[config.mk]
export PLATFORM = sky130hd
export DESIGN_NAME = spd_top
export DESIGN_NICKNAME = d
export VERILOG_FILES = /design/src/rtl/spd_pkg.sv /design/src/rtl/spd_pin_drv.sv /design/src/rtl/spd_top.sv
export VERILOG_INCLUDE_DIRS = /design/src /design/src/rtl
export SDC_FILE = /design/constraint.sdc
export NUM_CORES = 1
export LEC_CHECK = 0
export ABC_AREA = 0
export BUFFER_PORTS_ARGS = -buffer_cell sky130_fd_sc_hd__buf_4
export CAP_MARGIN = 20
export CORE_AREA = 5 5 73 68
export DETAILED_ROUTE_END_ITERATION = 6
export DIE_AREA = 0 0 78 73
export GPL_TIMING_DRIVEN = 0
export PLACE_DENSITY = 0.89
export SETUP_SLACK_MARGIN = 0.3
export SLEW_MARGIN = 10
export SYNTH_ARGS = -nofsm -noshare
export SYNTH_HDL_FRONTEND = slang
export SYNTH_SLANG_ARGS = --single-unit
[constraint.sdc]
create_clock -name core_clk -period 1.65 [get_ports core_clk]
set_input_delay 0.4125 -clock core_clk [delete_from_list [all_inputs] [get_ports core_clk]]
set_output_delay 0.4125 -clock core_clk [all_outputs]
set_load 0.01 [all_outputs]
[src/rtl/spd_defs.svh]
// offsets, field positions, reset values and response codes of the single-wire port driver
`ifndef SPD_DEFS_SVH
`define SPD_DEFS_SVH

// register byte offsets
`define SPD_ADDR_CTRL 4'h0
`define SPD_ADDR_LINE 4'h4
`define SPD_ADDR_AUX 4'h8

// control register fields
`define SPD_CTRL_VAR_LSB 0
`define SPD_CTRL_VAR_MSB 1
`define SPD_CTRL_DIRPOL_BIT 2
`define SPD_CTRL_SHARED_BIT 3

// line register fields
`define SPD_LINE_VALUE_BIT 0
`define SPD_LINE_LEVEL_BIT 1

// auxiliary output fields
`define SPD_AUX_PROG_BIT 0
`define SPD_AUX_SPU_BIT 1

// reset values
`define SPD_CTRL_RST 4'h0
`define SPD_LINE_RST 1'h1
`define SPD_AUX_RST 2'h0

// bus responses
`define SPD_RESP_OKAY 2'h0
`define SPD_RESP_DECERR 2'h3

`endif

[src/rtl/spd_pkg.sv]
// types shared by the single-wire port driver
package spd_pkg;
    // pin variant that carries the shared line
    typedef enum logic [1:0] {
        SPD_VAR_BIDIR,
        SPD_VAR_PDIR,
        SPD_VAR_FIXED,
        SPD_VAR_OFF
    } spd_variant_type;
endpackage

[src/rtl/spd_pin_drv.sv]
// pin-level driver for the three port variants with one common drive/release/sample view
module spd_pin_drv
    import spd_pkg::*;
(
    // clock and reset
    input wire logic core_clk,
    input wire logic arst_n,
    // configuration
    input wire spd_variant_type variant,
    input wire logic dir_pol,
    input wire logic shared,
    input wire logic share_busy,
    // common interface: 0 drive low, 1 release
    input wire logic bus_value,
    output logic line_level,
    // bidirectional pin
    input wire logic bid_i,
    output logic bid_o,
    output logic bid_oe,
    // programmable-direction pin
    input wire logic pdir_i,
    output logic pdir_o,
    output logic pdir_oe,
    // fixed-direction pair
    input wire logic fix_i,
    output logic fix_o
);
    logic eff_value;
    logic dir_d;
    logic dir_q;
    logic level_d;

    // a shared pin is let go while the other peripheral owns it
    assign eff_value = bus_value | (shared & share_busy);

    // bidirectional pin: low pulls hard, high leaves it floating
    always_ff @(posedge core_clk or negedge arst_n) begin
        if (!arst_n) begin
            bid_o <= 1'b0;
            bid_oe <= 1'b0;
        end else begin
            bid_o <= 1'b0;
            bid_oe <= (variant == SPD_VAR_BIDIR) & ~eff_value;
        end
    end

    // direction bit carries the data, polarity-corrected
    always_comb begin
        dir_d = (variant == SPD_VAR_PDIR) ? eff_value : 1'b1;
        if (dir_pol) begin
            dir_d = ~dir_d;
        end
    end

    // data latch is loaded with zero on every edge and never changes
    always_ff @(posedge core_clk or negedge arst_n) begin
        if (!arst_n) begin
            pdir_o <= 1'b0;
            dir_q <= 1'b0;
            pdir_oe <= 1'b0;
        end else begin
            pdir_o <= 1'b0;
            dir_q <= dir_d;
            pdir_oe <= dir_pol ? dir_d : ~dir_d;
        end
    end

    // fixed output feeds the inverting pulldown stage
    always_ff @(posedge core_clk or negedge arst_n) begin
        if (!arst_n) begin
            fix_o <= 1'b0;
        end else begin
            fix_o <= (variant == SPD_VAR_FIXED) & ~eff_value;
        end
    end

    // sample the line from the pin that really sees it
    always_comb begin
        case (variant)
            SPD_VAR_BIDIR: level_d = bid_i;
            SPD_VAR_PDIR: level_d = pdir_i;
            SPD_VAR_FIXED: level_d = fix_i;
            default: level_d = 1'b1;
        endcase
    end

    always_ff @(posedge core_clk or negedge arst_n) begin
        if (!arst_n) begin
            line_level <= 1'b1;
        end else begin
            line_level <= level_d;
        end
    end
endmodule

[src/rtl/spd_top.sv]
// single-wire port driver with AXI4-Lite register access
//
// Decided for this implementation: the register addresses and the AXI4-Lite interface to the registers.
`include "spd_defs.svh"

module spd_top
    import spd_pkg::*;
#(
    parameter int ADDR_W = 4
)
(
    // clock and reset
    input wire logic core_clk,
    input wire logic arst_n,
    // axi4-lite write address
    input wire logic awvalid,
    output logic awready,
    input wire logic [ADDR_W-1:0] awaddr,
    input wire logic [2:0] awprot,
    // axi4-lite write data
    input wire logic wvalid,
    output logic wready,
    input wire logic [31:0] wdata,
    input wire logic [3:0] wstrb,
    // axi4-lite write response
    output logic bvalid,
    input wire logic bready,
    output logic [1:0] bresp,
    // axi4-lite read address
    input wire logic arvalid,
    output logic arready,
    input wire logic [ADDR_W-1:0] araddr,
    input wire logic [2:0] arprot,
    // axi4-lite read data
    output logic rvalid,
    input wire logic rready,
    output logic [31:0] rdata,
    output logic [1:0] rresp,
    // bidirectional pin
    input wire logic bid_i,
    output logic bid_o,
    output logic bid_oe,
    // programmable-direction pin
    input wire logic pdir_i,
    output logic pdir_o,
    output logic pdir_oe,
    // fixed-direction pair, output goes to the inverting pulldown stage
    input wire logic fix_i,
    output logic inverting_pulldown_stage,
    // pin sharing with another peripheral
    input wire logic share_busy,
    // supply controls
    output logic prog_supply_en,
    output logic strong_pullup_en
);
    // register state
    logic [3:0] ctrl_q;
    logic value_q;
    logic [1:0] aux_q;
    logic line_level;

    // write channel state
    logic aw_have_q;
    logic w_have_q;
    logic [ADDR_W-1:0] awaddr_q;
    logic [31:0] wdata_q;
    logic [3:0] wstrb_q;
    logic wr_fire;
    logic wr_hit;
    logic wr_lane0;

    // read channel state
    logic rd_hit;
    logic [31:0] rd_word;

    // a write is done once both address and data are held
    assign wr_fire = aw_have_q & w_have_q & ~bvalid;
    assign wr_lane0 = wr_fire & wstrb_q[0];
    assign wr_hit = (awaddr_q == `SPD_ADDR_CTRL) | (awaddr_q == `SPD_ADDR_LINE) | (awaddr_q == `SPD_ADDR_AUX);

    // write address and data are taken in either order
    always_ff @(posedge core_clk or negedge arst_n) begin
        if (!arst_n) begin
            awready <= 1'b1;
            aw_have_q <= 1'b0;
            awaddr_q <= '0;
        end else begin
            if (awvalid && awready) begin
                awready <= 1'b0;
                aw_have_q <= 1'b1;
                awaddr_q <= awaddr;
            end else if (wr_fire) begin
                aw_have_q <= 1'b0;
            end else if (bvalid && bready) begin
                awready <= 1'b1;
            end
        end
    end

    always_ff @(posedge core_clk or negedge arst_n) begin
        if (!arst_n) begin
            wready <= 1'b1;
            w_have_q <= 1'b0;
            wdata_q <= 32'h0;
            wstrb_q <= 4'h0;
        end else begin
            if (wvalid && wready) begin
                wready <= 1'b0;
                w_have_q <= 1'b1;
                wdata_q <= wdata;
                wstrb_q <= wstrb;
            end else if (wr_fire) begin
                w_have_q <= 1'b0;
            end else if (bvalid && bready) begin
                wready <= 1'b1;
            end
        end
    end

    // write response, unmapped offsets answer with a decode error
    always_ff @(posedge core_clk or negedge arst_n) begin
        if (!arst_n) begin
            bvalid <= 1'b0;
            bresp <= `SPD_RESP_OKAY;
        end else begin
            if (wr_fire) begin
                bvalid <= 1'b1;
                bresp <= wr_hit ? `SPD_RESP_OKAY : `SPD_RESP_DECERR;
            end else if (bready) begin
                bvalid <= 1'b0;
            end
        end
    end

    // control: variant, direction polarity, shared pin
    always_ff @(posedge core_clk or negedge arst_n) begin
        if (!arst_n) begin
            ctrl_q <= `SPD_CTRL_RST;
        end else if (wr_lane0 && awaddr_q == `SPD_ADDR_CTRL) begin
            ctrl_q <= wdata_q[3:0];
        end
    end

    // bus value: reset releases the line so the latch holds one before any sample
    always_ff @(posedge core_clk or negedge arst_n) begin
        if (!arst_n) begin
            value_q <= `SPD_LINE_RST;
        end else if (wr_lane0 && awaddr_q == `SPD_ADDR_LINE) begin
            value_q <= wdata_q[`SPD_LINE_VALUE_BIT];
        end
    end

    // supply controls; the strong pull-up is kept off while the programming supply is on
    always_ff @(posedge core_clk or negedge arst_n) begin
        if (!arst_n) begin
            aux_q <= `SPD_AUX_RST;
        end else if (wr_lane0 && awaddr_q == `SPD_ADDR_AUX) begin
            aux_q <= wdata_q[1:0];
        end
    end

    always_ff @(posedge core_clk or negedge arst_n) begin
        if (!arst_n) begin
            prog_supply_en <= 1'b0;
            strong_pullup_en <= 1'b0;
        end else begin
            prog_supply_en <= aux_q[`SPD_AUX_PROG_BIT];
            strong_pullup_en <= aux_q[`SPD_AUX_SPU_BIT] & ~aux_q[`SPD_AUX_PROG_BIT];
        end
    end

    // read decode
    assign rd_hit = (araddr == `SPD_ADDR_CTRL) | (araddr == `SPD_ADDR_LINE) | (araddr == `SPD_ADDR_AUX);

    always_comb begin
        rd_word = 32'h0;
        case (araddr)
            `SPD_ADDR_CTRL: rd_word[3:0] = ctrl_q;
            `SPD_ADDR_LINE: begin
                rd_word[`SPD_LINE_VALUE_BIT] = value_q;
                rd_word[`SPD_LINE_LEVEL_BIT] = line_level;
            end
            `SPD_ADDR_AUX: rd_word[1:0] = aux_q;
            default: rd_word = 32'h0;
        endcase
    end

    // read channel: one read at a time, answer in the cycle after the address
    always_ff @(posedge core_clk or negedge arst_n) begin
        if (!arst_n) begin
            arready <= 1'b1;
            rvalid <= 1'b0;
            rdata <= 32'h0;
            rresp <= `SPD_RESP_OKAY;
        end else begin
            if (arvalid && arready) begin
                arready <= 1'b0;
                rvalid <= 1'b1;
                rdata <= rd_word;
                rresp <= rd_hit ? `SPD_RESP_OKAY : `SPD_RESP_DECERR;
            end else if (rvalid && rready) begin
                rvalid <= 1'b0;
                arready <= 1'b1;
            end
        end
    end

    // pin-level driver
    spd_pin_drv u_pin_drv (
        .core_clk(core_clk),
        .arst_n(arst_n),
        .variant(spd_variant_type'(ctrl_q[`SPD_CTRL_VAR_MSB:`SPD_CTRL_VAR_LSB])),
        .dir_pol(ctrl_q[`SPD_CTRL_DIRPOL_BIT]),
        .shared(ctrl_q[`SPD_CTRL_SHARED_BIT]),
        .share_busy(share_busy),
        .bus_value(value_q),
        .line_level(line_level),
        .bid_i(bid_i),
        .bid_o(bid_o),
        .bid_oe(bid_oe),
        .pdir_i(pdir_i),
        .pdir_o(pdir_o),
        .pdir_oe(pdir_oe),
        .fix_i(fix_i),
        .fix_o(inverting_pulldown_stage)
    );
endmodule
==> results.ini, run 1 <==
[timing]
hold_viol_final=0
period_share=0.8185
finalSetupViolations=0
rsz0062_at_grt=yes
holdWs_ns=0.07322
setup_tns_ns=0
max_freq_mhz=740.4
finalClockSkew_ns=0.003977
period_needed_ns=1.351
drv_slew=0

[clock_tree]
root_buffer=clkbuf_8
clk_latency_ns=0.28
cts_tree=built
cts_max_path_buffers=2
h-tree-depth=2
cts.sinks=35
cts-hold-fix-buffers=0
cts_made_buffers=5
clk_pin_slew_ns=0.07

[synth]
ys_seq_elements=35
synth_warnings=0
yosys.area.top_type=dfrtp_1
synth_area_per_cell_um2=12.03
postSynthCellCount=138
yosys-top-cells-area=dfrtp_1, buf_4, mux2_2, dfstp_2, nand2_1
synth_cell_types=27
syn_area_mm2=0.001660
netlist.area_leader.share=0.4521
yosysSeqAreaShare=0.5313

[critical_path]
required_ns=1.24
path_buf_inv=1
cp-start-kind=flip-flop
cp_max_fo=3
critPathKind=flip-flop to output pin
reg2reg_depth=3
timing.rr.end=aux_q[0]$_DFFE_PN0P_
arrival_ns=0.94
max_stage_delay_ns=0.56
reg2reg_slack_ns=0.34
cp_cell_sequence=buf_6
cp-end-kind=output pin
worst_r2r_startpoint=bvalid$_DFFE_PN0P_
slowest_stage=dfstp_2
crit_family=flip-flops

[floorplanning]
num_io_pins=109
die-area_mm2=0.005694
die_h_um=73
core_mm2=0.004230
rows=23
initial_core_util=0.3925
die_x_um=78

[layout]
final_area_mm2=0.002277
drive_gt1_frac=0.4977
nets=279
area_delta_synth_final_pct=37.15
fin_cells=269
antenna_cells=0
layout_common_cells=buf_4, conb_1, dfrtp_1
layout_commonest_cell=buf_4
fill_cells=387

[place]
place_area_mm2=0.002140
numPlacedInstances=258
hpwl_um=2599
portBuffers=41
gp_congestion=0.6991

[drt]
routed.top_layer=met4
routedLengthMet1_um=1238
wl_met3_um=390
ant_nets=0
viasPerCell=4.260
drc=0
met2_length_um=1571
dr.pass1.iters=4
drtIter0Drc=25
wl_per_cell_um=12.03
num_vias=1146
wirelength_um=3235

[grt]
grt_pass1_vias=1182
antenna_found_initial=0
grt_max_degree=36
grt_pass1_wl_um=5202
grt.overflow.total=0
track_usage=0.1162

[flow_run]
drv_cap=0

[worst_hold_path]
hold_class=input pin to asynchronous set/reset pin

[status]
status=completed

[pwr]
leakagePower_nw=1.168
p_per_area_mw_per_mm2=1399
vdd_drop_max_v=0.001002

cells in the mapped netlist:
master,number
a2111o_1,1
nor3b_1,1
a2111oi_2,1
a211oi_1,1
buf_4,32
dfstp_2,5
mux2_2,16
a221oi_1,1
nor2_1,5
a22o_1,1
nand3_1,1
a2111oi_0,1
and3b_1,3
conb_1,1
o2bb2ai_1,1
and3b_2,1
nand3b_1,1
inv_1,3
mux2i_1,4
o21ai_0,7
nor4_2,1
nor2b_1,3
nand4b_1,2
nor3b_4,1
a21oi_1,3
nand2_1,11
dfrtp_1,30
cell families (layout without fill, tap and decap cells):
kind of cell | count (synthesis) | in the layout | share of synthesized area
AND/OR/NAND/NOR | 30 | 30 | 0.1108
buffers and inverters | 35 | 87 | 0.1515
flip-flops | 35 | 35 | 0.5313
other | 1 | 30 | 0.002259
multiplexers | 20 | 20 | 0.1326
AO/OA/AOI/OAI | 17 | 17 | 0.07159
layout make-up:
cell class                      count  area [µm²]  area share
Multi-Input combinational cell     97       643.1      0.2824
Tap cell                           50       62.56     0.02747
Buffer                             32       247.7      0.1088
Timing Repair Buffer               44       349.1      0.1533
Clock buffer                        7       76.32     0.03352
Sequential cell                    35       882.1      0.3874
Inverter                            3       11.26    0.004945
Clock inverter                      1       5.005    0.002198
per-layer routing:
metal,vias up,track usage
li1,570,-
met1,521,0.1290
met2,50,0.2002
met3,5,0.05062
met4,0,0.03940
met5,-,0
registers in the layout, summed over array words and instances (netlist names), 2 cells and up:
register	cells
ctrl_q	4
awaddr_q	4
rdata	4
aux_q	2
wdata_q	4
where the power goes:
part | switching [mW] | internal [mW] | leakage, nW
clock network | 0.283 | 0.296 | 0.0422
logic | 0.412 | 0.664 | 0.690
registers | 0.291 | 1.24 | 0.436
total | 0.985 | 2.20 | 1.17
worst max-delay path by stage:
stage                             start               endpoint  slack (ns)  depth (start not counted)
global placement     bvalid$_DFFE_PN0P_  ctrl_q[1]$_DFFE_PN0P_        0.36                          3
global route        awready$_DFFE_PN1P_                awready        0.27                          1
CTS                 awready$_DFFE_PN1P_                awready        0.29                          1
detailed placement  arready$_DFFE_PN1P_   rdata[0]$_DFFE_PN0P_        0.30                          3
finish              arready$_DFFE_PN1P_                arready        0.30                          1
floorplan            bvalid$_DFFE_PN0P_  ctrl_q[0]$_DFFE_PN0P_        0.38                          3
metrics by stage:
stage | setup WS (ns) | total power [mW] | utilization
5_1_grt | 0.2680 | 3.414 | 0.5383
2_1_floorplan | 0.3850 | 2.101 | -
4_1_cts | 0.2864 | 3.204 | 0.5339
3_3_place_gp | 0.3586 | 2.479 | 0.5058
6_report | 0.2994 | 3.185 | 0.5383
3_5_place_dp | 0.2990 | 2.554 | 0.5058
timing repair:
action / CTS / global route
buffers inserted: 3 / 0
endpoints found under the setup margin: 6 / 12
resized for setup: 4 / 5
Power figures use the tool's default switching activity.
==> run 2: changes to the inputs <==
clock period = 1.4 ns   (was 1.65 ns; I/O delays follow)
==> run 2 against run 1 <==
Effect of this change:
- critical path type unchanged
- power grew 33%
- non-clock buffer count grew 16
- flip-flop and latch count is the same
- largest power group unchanged
==> results.ini, run 2 (synthesized netlist as in run 1, its figures left out) <==
[status]
status=completed

[drt]
routed.top_layer=met4
wl_per_cell_um=13.23
drtIter0Drc=37
viasPerCell=4.345
wirelength_um=3758
wl_met3_um=362
ant_nets=0
routedLengthMet1_um=1358
drc=0
dr.pass1.iters=4
num_vias=1234
met2_length_um=1987

[floorplanning]
initial_core_util=0.3925
die-area_mm2=0.005694
die_h_um=73
die_x_um=78
core_mm2=0.004230
num_io_pins=109
rows=23

[critical_path]
path_buf_inv=1
required_ns=1.05
cp-end-kind=output pin
max_stage_delay_ns=0.56
slowest_stage=dfstp_2
crit_family=flip-flops
cp_cell_sequence=buf_6
critPathKind=flip-flop to output pin
arrival_ns=0.95
cp_max_fo=3
cp-start-kind=flip-flop

[layout]
drive_gt1_frac=0.5641
layout_commonest_cell=buf_4
nets=295
final_area_mm2=0.002540
layout_common_cells=buf_4, conb_1, dfrtp_1
antenna_cells=0
area_delta_synth_final_pct=52.98
fin_cells=284

[timing]
setup_tns_ns=0
finalSetupViolations=0
period_needed_ns=1.304
drv_slew=0
rsz0062_at_grt=yes
hold_viol_final=0
finalClockSkew_ns=0.004727
max_freq_mhz=766.6
period_share=0.9317

[place]
numPlacedInstances=258
portBuffers=41
gp_congestion=0.7289
place_area_mm2=0.002171
hpwl_um=2549

[pwr]
leakagePower_nw=1.282
vdd_drop_max_v=0.0009257
p_per_area_mw_per_mm2=1667

[grt]
track_usage=0.1369
grt_pass1_wl_um=6003
antenna_found_initial=0
grt_pass1_vias=1246
grt_max_degree=36
grt.overflow.total=0

[clock_tree]
cts-hold-fix-buffers=0
cts.sinks=35
h-tree-depth=2
clk_pin_slew_ns=0.07
cts_tree=built
root_buffer=clkbuf_8
clk_latency_ns=0.29
cts_made_buffers=5
cts_max_path_buffers=2

[worst_hold_path]
hold_class=input pin to asynchronous set/reset pin

[flow_run]
drv_cap=0

==> run 2: final timing paths <==
check                                        start                        to  slack (ns)  cells past startpoint
max                            awready$_DFFE_PN1P_                   awready         0.1                      1
min                                         arst_n  prog_supply_en$_DFF_PN0_       0.007                      1
max reg2reg                awaddr_q[1]$_DFFE_PN0P_       value_q$_DFFE_PN1P_         0.1                      4
min reg2reg                   aux_q[0]$_DFFE_PN0P_  prog_supply_en$_DFF_PN0_        0.45                      0
max in group asynchronous                   arst_n       arready$_DFFE_PN1P_        1.06                      1
min in group core_clk                      awvalid       awready$_DFFE_PN1P_        0.21                      2
==> run 2: stage by stage <==
stage	util	setup WS, ns	total power [mW]	hold slack [ns]
after floorplan	-	0.1613	2.506	0.05441
after global placement	0.5132	0.1352	2.957	0.3144
after detailed placement	0.5132	0.1052	3.032	0.3239
after CTS	0.5812	0.08519	4.114	0.008222
after global routing	0.6004	0.03567	4.510	0.03145
final	0.6004	0.09556	4.234	0.006939
==> run 2: power breakdown <==
part	total [mW]	internal [mW]	switching (mW)
registers	1.81	1.46	0.352
clock network	0.730	0.385	0.344
logic	1.69	1.05	0.641
==> run 2: cell type report <==
class | count | area [µm²]
Buffer | 32 | 247.7
Inverter | 3 | 11.26
Fill cell | 362 | 1690
Tap cell | 50 | 62.56
Clock buffer | 6 | 82.58
Sequential cell | 35 | 882.1
Clock inverter | 1 | 5.005
Timing Repair Buffer | 60 | 536.8
Multi-Input combinational cell | 97 | 711.9
==> run 2: timing repair <==
action / 4_1_cts / 5_1_grt
pin swaps: 5 / 3
setup endpoints to repair: 37 / 41
hold endpoints to repair: 0 / 0
setup buffers: 13 / 6
resized for setup: 25 / 11
==> run 2: metal layers <==
layer	vias to the layer above	GRT usage
met4	0	0.04503
met3	7	0.06296
met5	-	0
met1	572	0.1427
met2	45	0.2447
li1	610	-
==> run 3: changes to the inputs <==
CTS_BUF_LIST = sky130_fd_sc_hd__clkbuf_16   (was default)
==> run 3 against run 2 <==
Effect of this change:
- register-to-register slack gained 0.04 ns
- clock-buffer cell count shrank 1
- non-clock buffer count shrank 3
- setup slack gained 0.0087 ns
- sequential share of layout area is essentially flat
- sequential power is essentially flat
- first-iteration DRC count shrank 8.1%
- largest cell class unchanged
- clock skew shrank 0.0012 ns
- combinational power shrank 9%
- final cell count shrank 1.1%
- core utilization grew 0.059 points
- critical path depth is the same
==> results.ini, run 3 (synthesized netlist as in run 1, its figures left out) <==
[flow_run]
drv_cap=0

[layout]
nets=292
multi_input_area_um2=698.2
fin_cells=281
fill_cells=359
layout_common_cells=buf_4, conb_1, dfrtp_1
seqCellArea_um2=882.1
antenna_cells=0
layout_commonest_cell=buf_4
drive_gt1_frac=0.5584
area_delta_synth_final_pct=53.13

[clock_tree]
clk_latency_ns=0.27
cts_max_path_buffers=2
h-tree-depth=2
cts.sinks=35
root_buffer=clkbuf_16
cts-hold-fix-buffers=0
cts_tree=built
clk_pin_slew_ns=0.05
cts_made_buffers=5

[pwr]
pwr-share-clk=0.230
sw_frac_of_total=0.2986
vdd_drop_max_v=0.0008429
leakagePower_nw=1.286
p_seq_frac=0.417
p_per_area_mw_per_mm2=1722
intPower_mw=3.071
power_frac_comb=0.353
power_switching_mw=1.307

[timing]
setup_tns_ns=0
finalClockSkew_ns=0.003548
finalSetupViolations=0
max_freq_mhz=771.7
drv_slew=0
rsz0062_at_grt=yes
hold_viol_final=0
period_share=0.9255
period_needed_ns=1.296

[critical_path]
critPathCapture=arready
reg2reg_slack_ns=0.14
cp-end-kind=output pin
cp_max_fo=2
cp.depth=1
required_ns=1.05
reg2reg_depth=4
cp_cell_sequence=buf_6
max_stage_delay_ns=0.56
worst_r2r_startpoint=awaddr_q[1]$_DFFE_PN0P_
timing.rr.end=value_q$_DFFE_PN1P_
crit_family=flip-flops
arrival_ns=0.95
slowest_stage=dfstp_2
crit_start=arready$_DFFE_PN1P_
cp-start-kind=flip-flop
critPathKind=flip-flop to output pin
path_buf_inv=1

[grt]
antenna_found_initial=0
track_usage=0.1364
grt_pass1_vias=1208
grt_pass1_wl_um=5954
grt_max_degree=36
grt.overflow.total=0

[floorplanning]
rows=23
core_mm2=0.004230
die_h_um=73
die_x_um=78
num_io_pins=109
die-area_mm2=0.005694
initial_core_util=0.3925

[drt]
drtIter0Drc=34
num_vias=1215
wirelength_um=3782
viasPerCell=4.324
wl_per_cell_um=13.46
dr.pass1.iters=4
ant_nets=0
drc=0

[status]
status=completed

[worst_hold_path]
hold_class=input pin to asynchronous set/reset pin

[place]
numPlacedInstances=258
hpwl_um=2549
gp_congestion=0.7289
portBuffers=41

[run 3: repair_timing]
item,CTS,global route
hold endpoints to repair,0,0
buffers inserted,10,6
gates resized for setup,21,13
endpoints found under the setup margin,37,42
cloned,0,0
pin swaps,4,1
[run 3: metrics by stage]
| stage | setup slack, ns | utilization | power, mW | hold slack, ns | instance area (µm²) |
|---|---|---|---|---|---|
| 5_1_grt | 0.07419 | 0.6010 | 4.655 | 0.05647 | 2542 |
| 4_1_cts | 0.1074 | 0.5824 | 4.316 | 0.02556 | 2464 |
| 2_1_floorplan | 0.1613 | - | 2.506 | 0.05441 | 1800 |
| 3_5_place_dp | 0.1052 | 0.5132 | 3.032 | 0.3239 | 2171 |
| 3_3_place_gp | 0.1352 | 0.5132 | 2.957 | 0.3144 | 2171 |
| 6_report | 0.1042 | 0.6010 | 4.378 | 0.02300 | 2542 |
[run 3: worst min path at each step]
stage                                      end  cells after the start   start  slack (ns)
finish                prog_supply_en$_DFF_PN0_                      1  arst_n        0.02
global route              rdata[1]$_DFFE_PN0P_                      1  arst_n        0.06
CTS                       rdata[1]$_DFFE_PN0P_                      1  arst_n        0.03
detailed placement   u_pin_drv.fix_o$_DFF_PN0_                      1  arst_n        0.32
global placement    u_pin_drv.bid_oe$_DFF_PN0_                      1  arst_n        0.31
floorplan                 aux_q[0]$_DFFE_PN0P_                      0  arst_n        0.05
[run 3: cell type report]
class / instances / share of cell area
buffer: 32 / 0.09744
clock buffer: 5 / 0.04921
clock inverter: 2 / 0.003445
inverter: 3 / 0.004429
multi-input combinational: 97 / 0.2746
sequential: 35 / 0.3469
tap: 50 / 0.02461
timing repair buffer: 57 / 0.1993
[run 3: power groups by stage]
| stage | Combinational (mW) | Clock (mW) | Sequential (mW) |
|---|---|---|---|
| finish | 1.54 | 1.01 | 1.83 |
| global placement | 1.16 | 0 | 1.80 |
| CTS | 1.45 | 1.04 | 1.83 |
| floorplan | 0.699 | 0 | 1.81 |
| detailed placement | 1.20 | 0 | 1.84 |
| global route | 1.69 | 1.08 | 1.89 |
[run 3: per-layer routing]
| metal | vias up | share of wire | track usage |
|---|---|---|---|
| li1 | 601 | - | - |
| met1 | 554 | 0.37 | 0.1468 |
| met2 | 53 | 0.52 | 0.2419 |
| met3 | 7 | 0.095 | 0.06173 |
| met4 | 0 | 0.019 | 0.03940 |
| met5 | - | 0 | 0 |
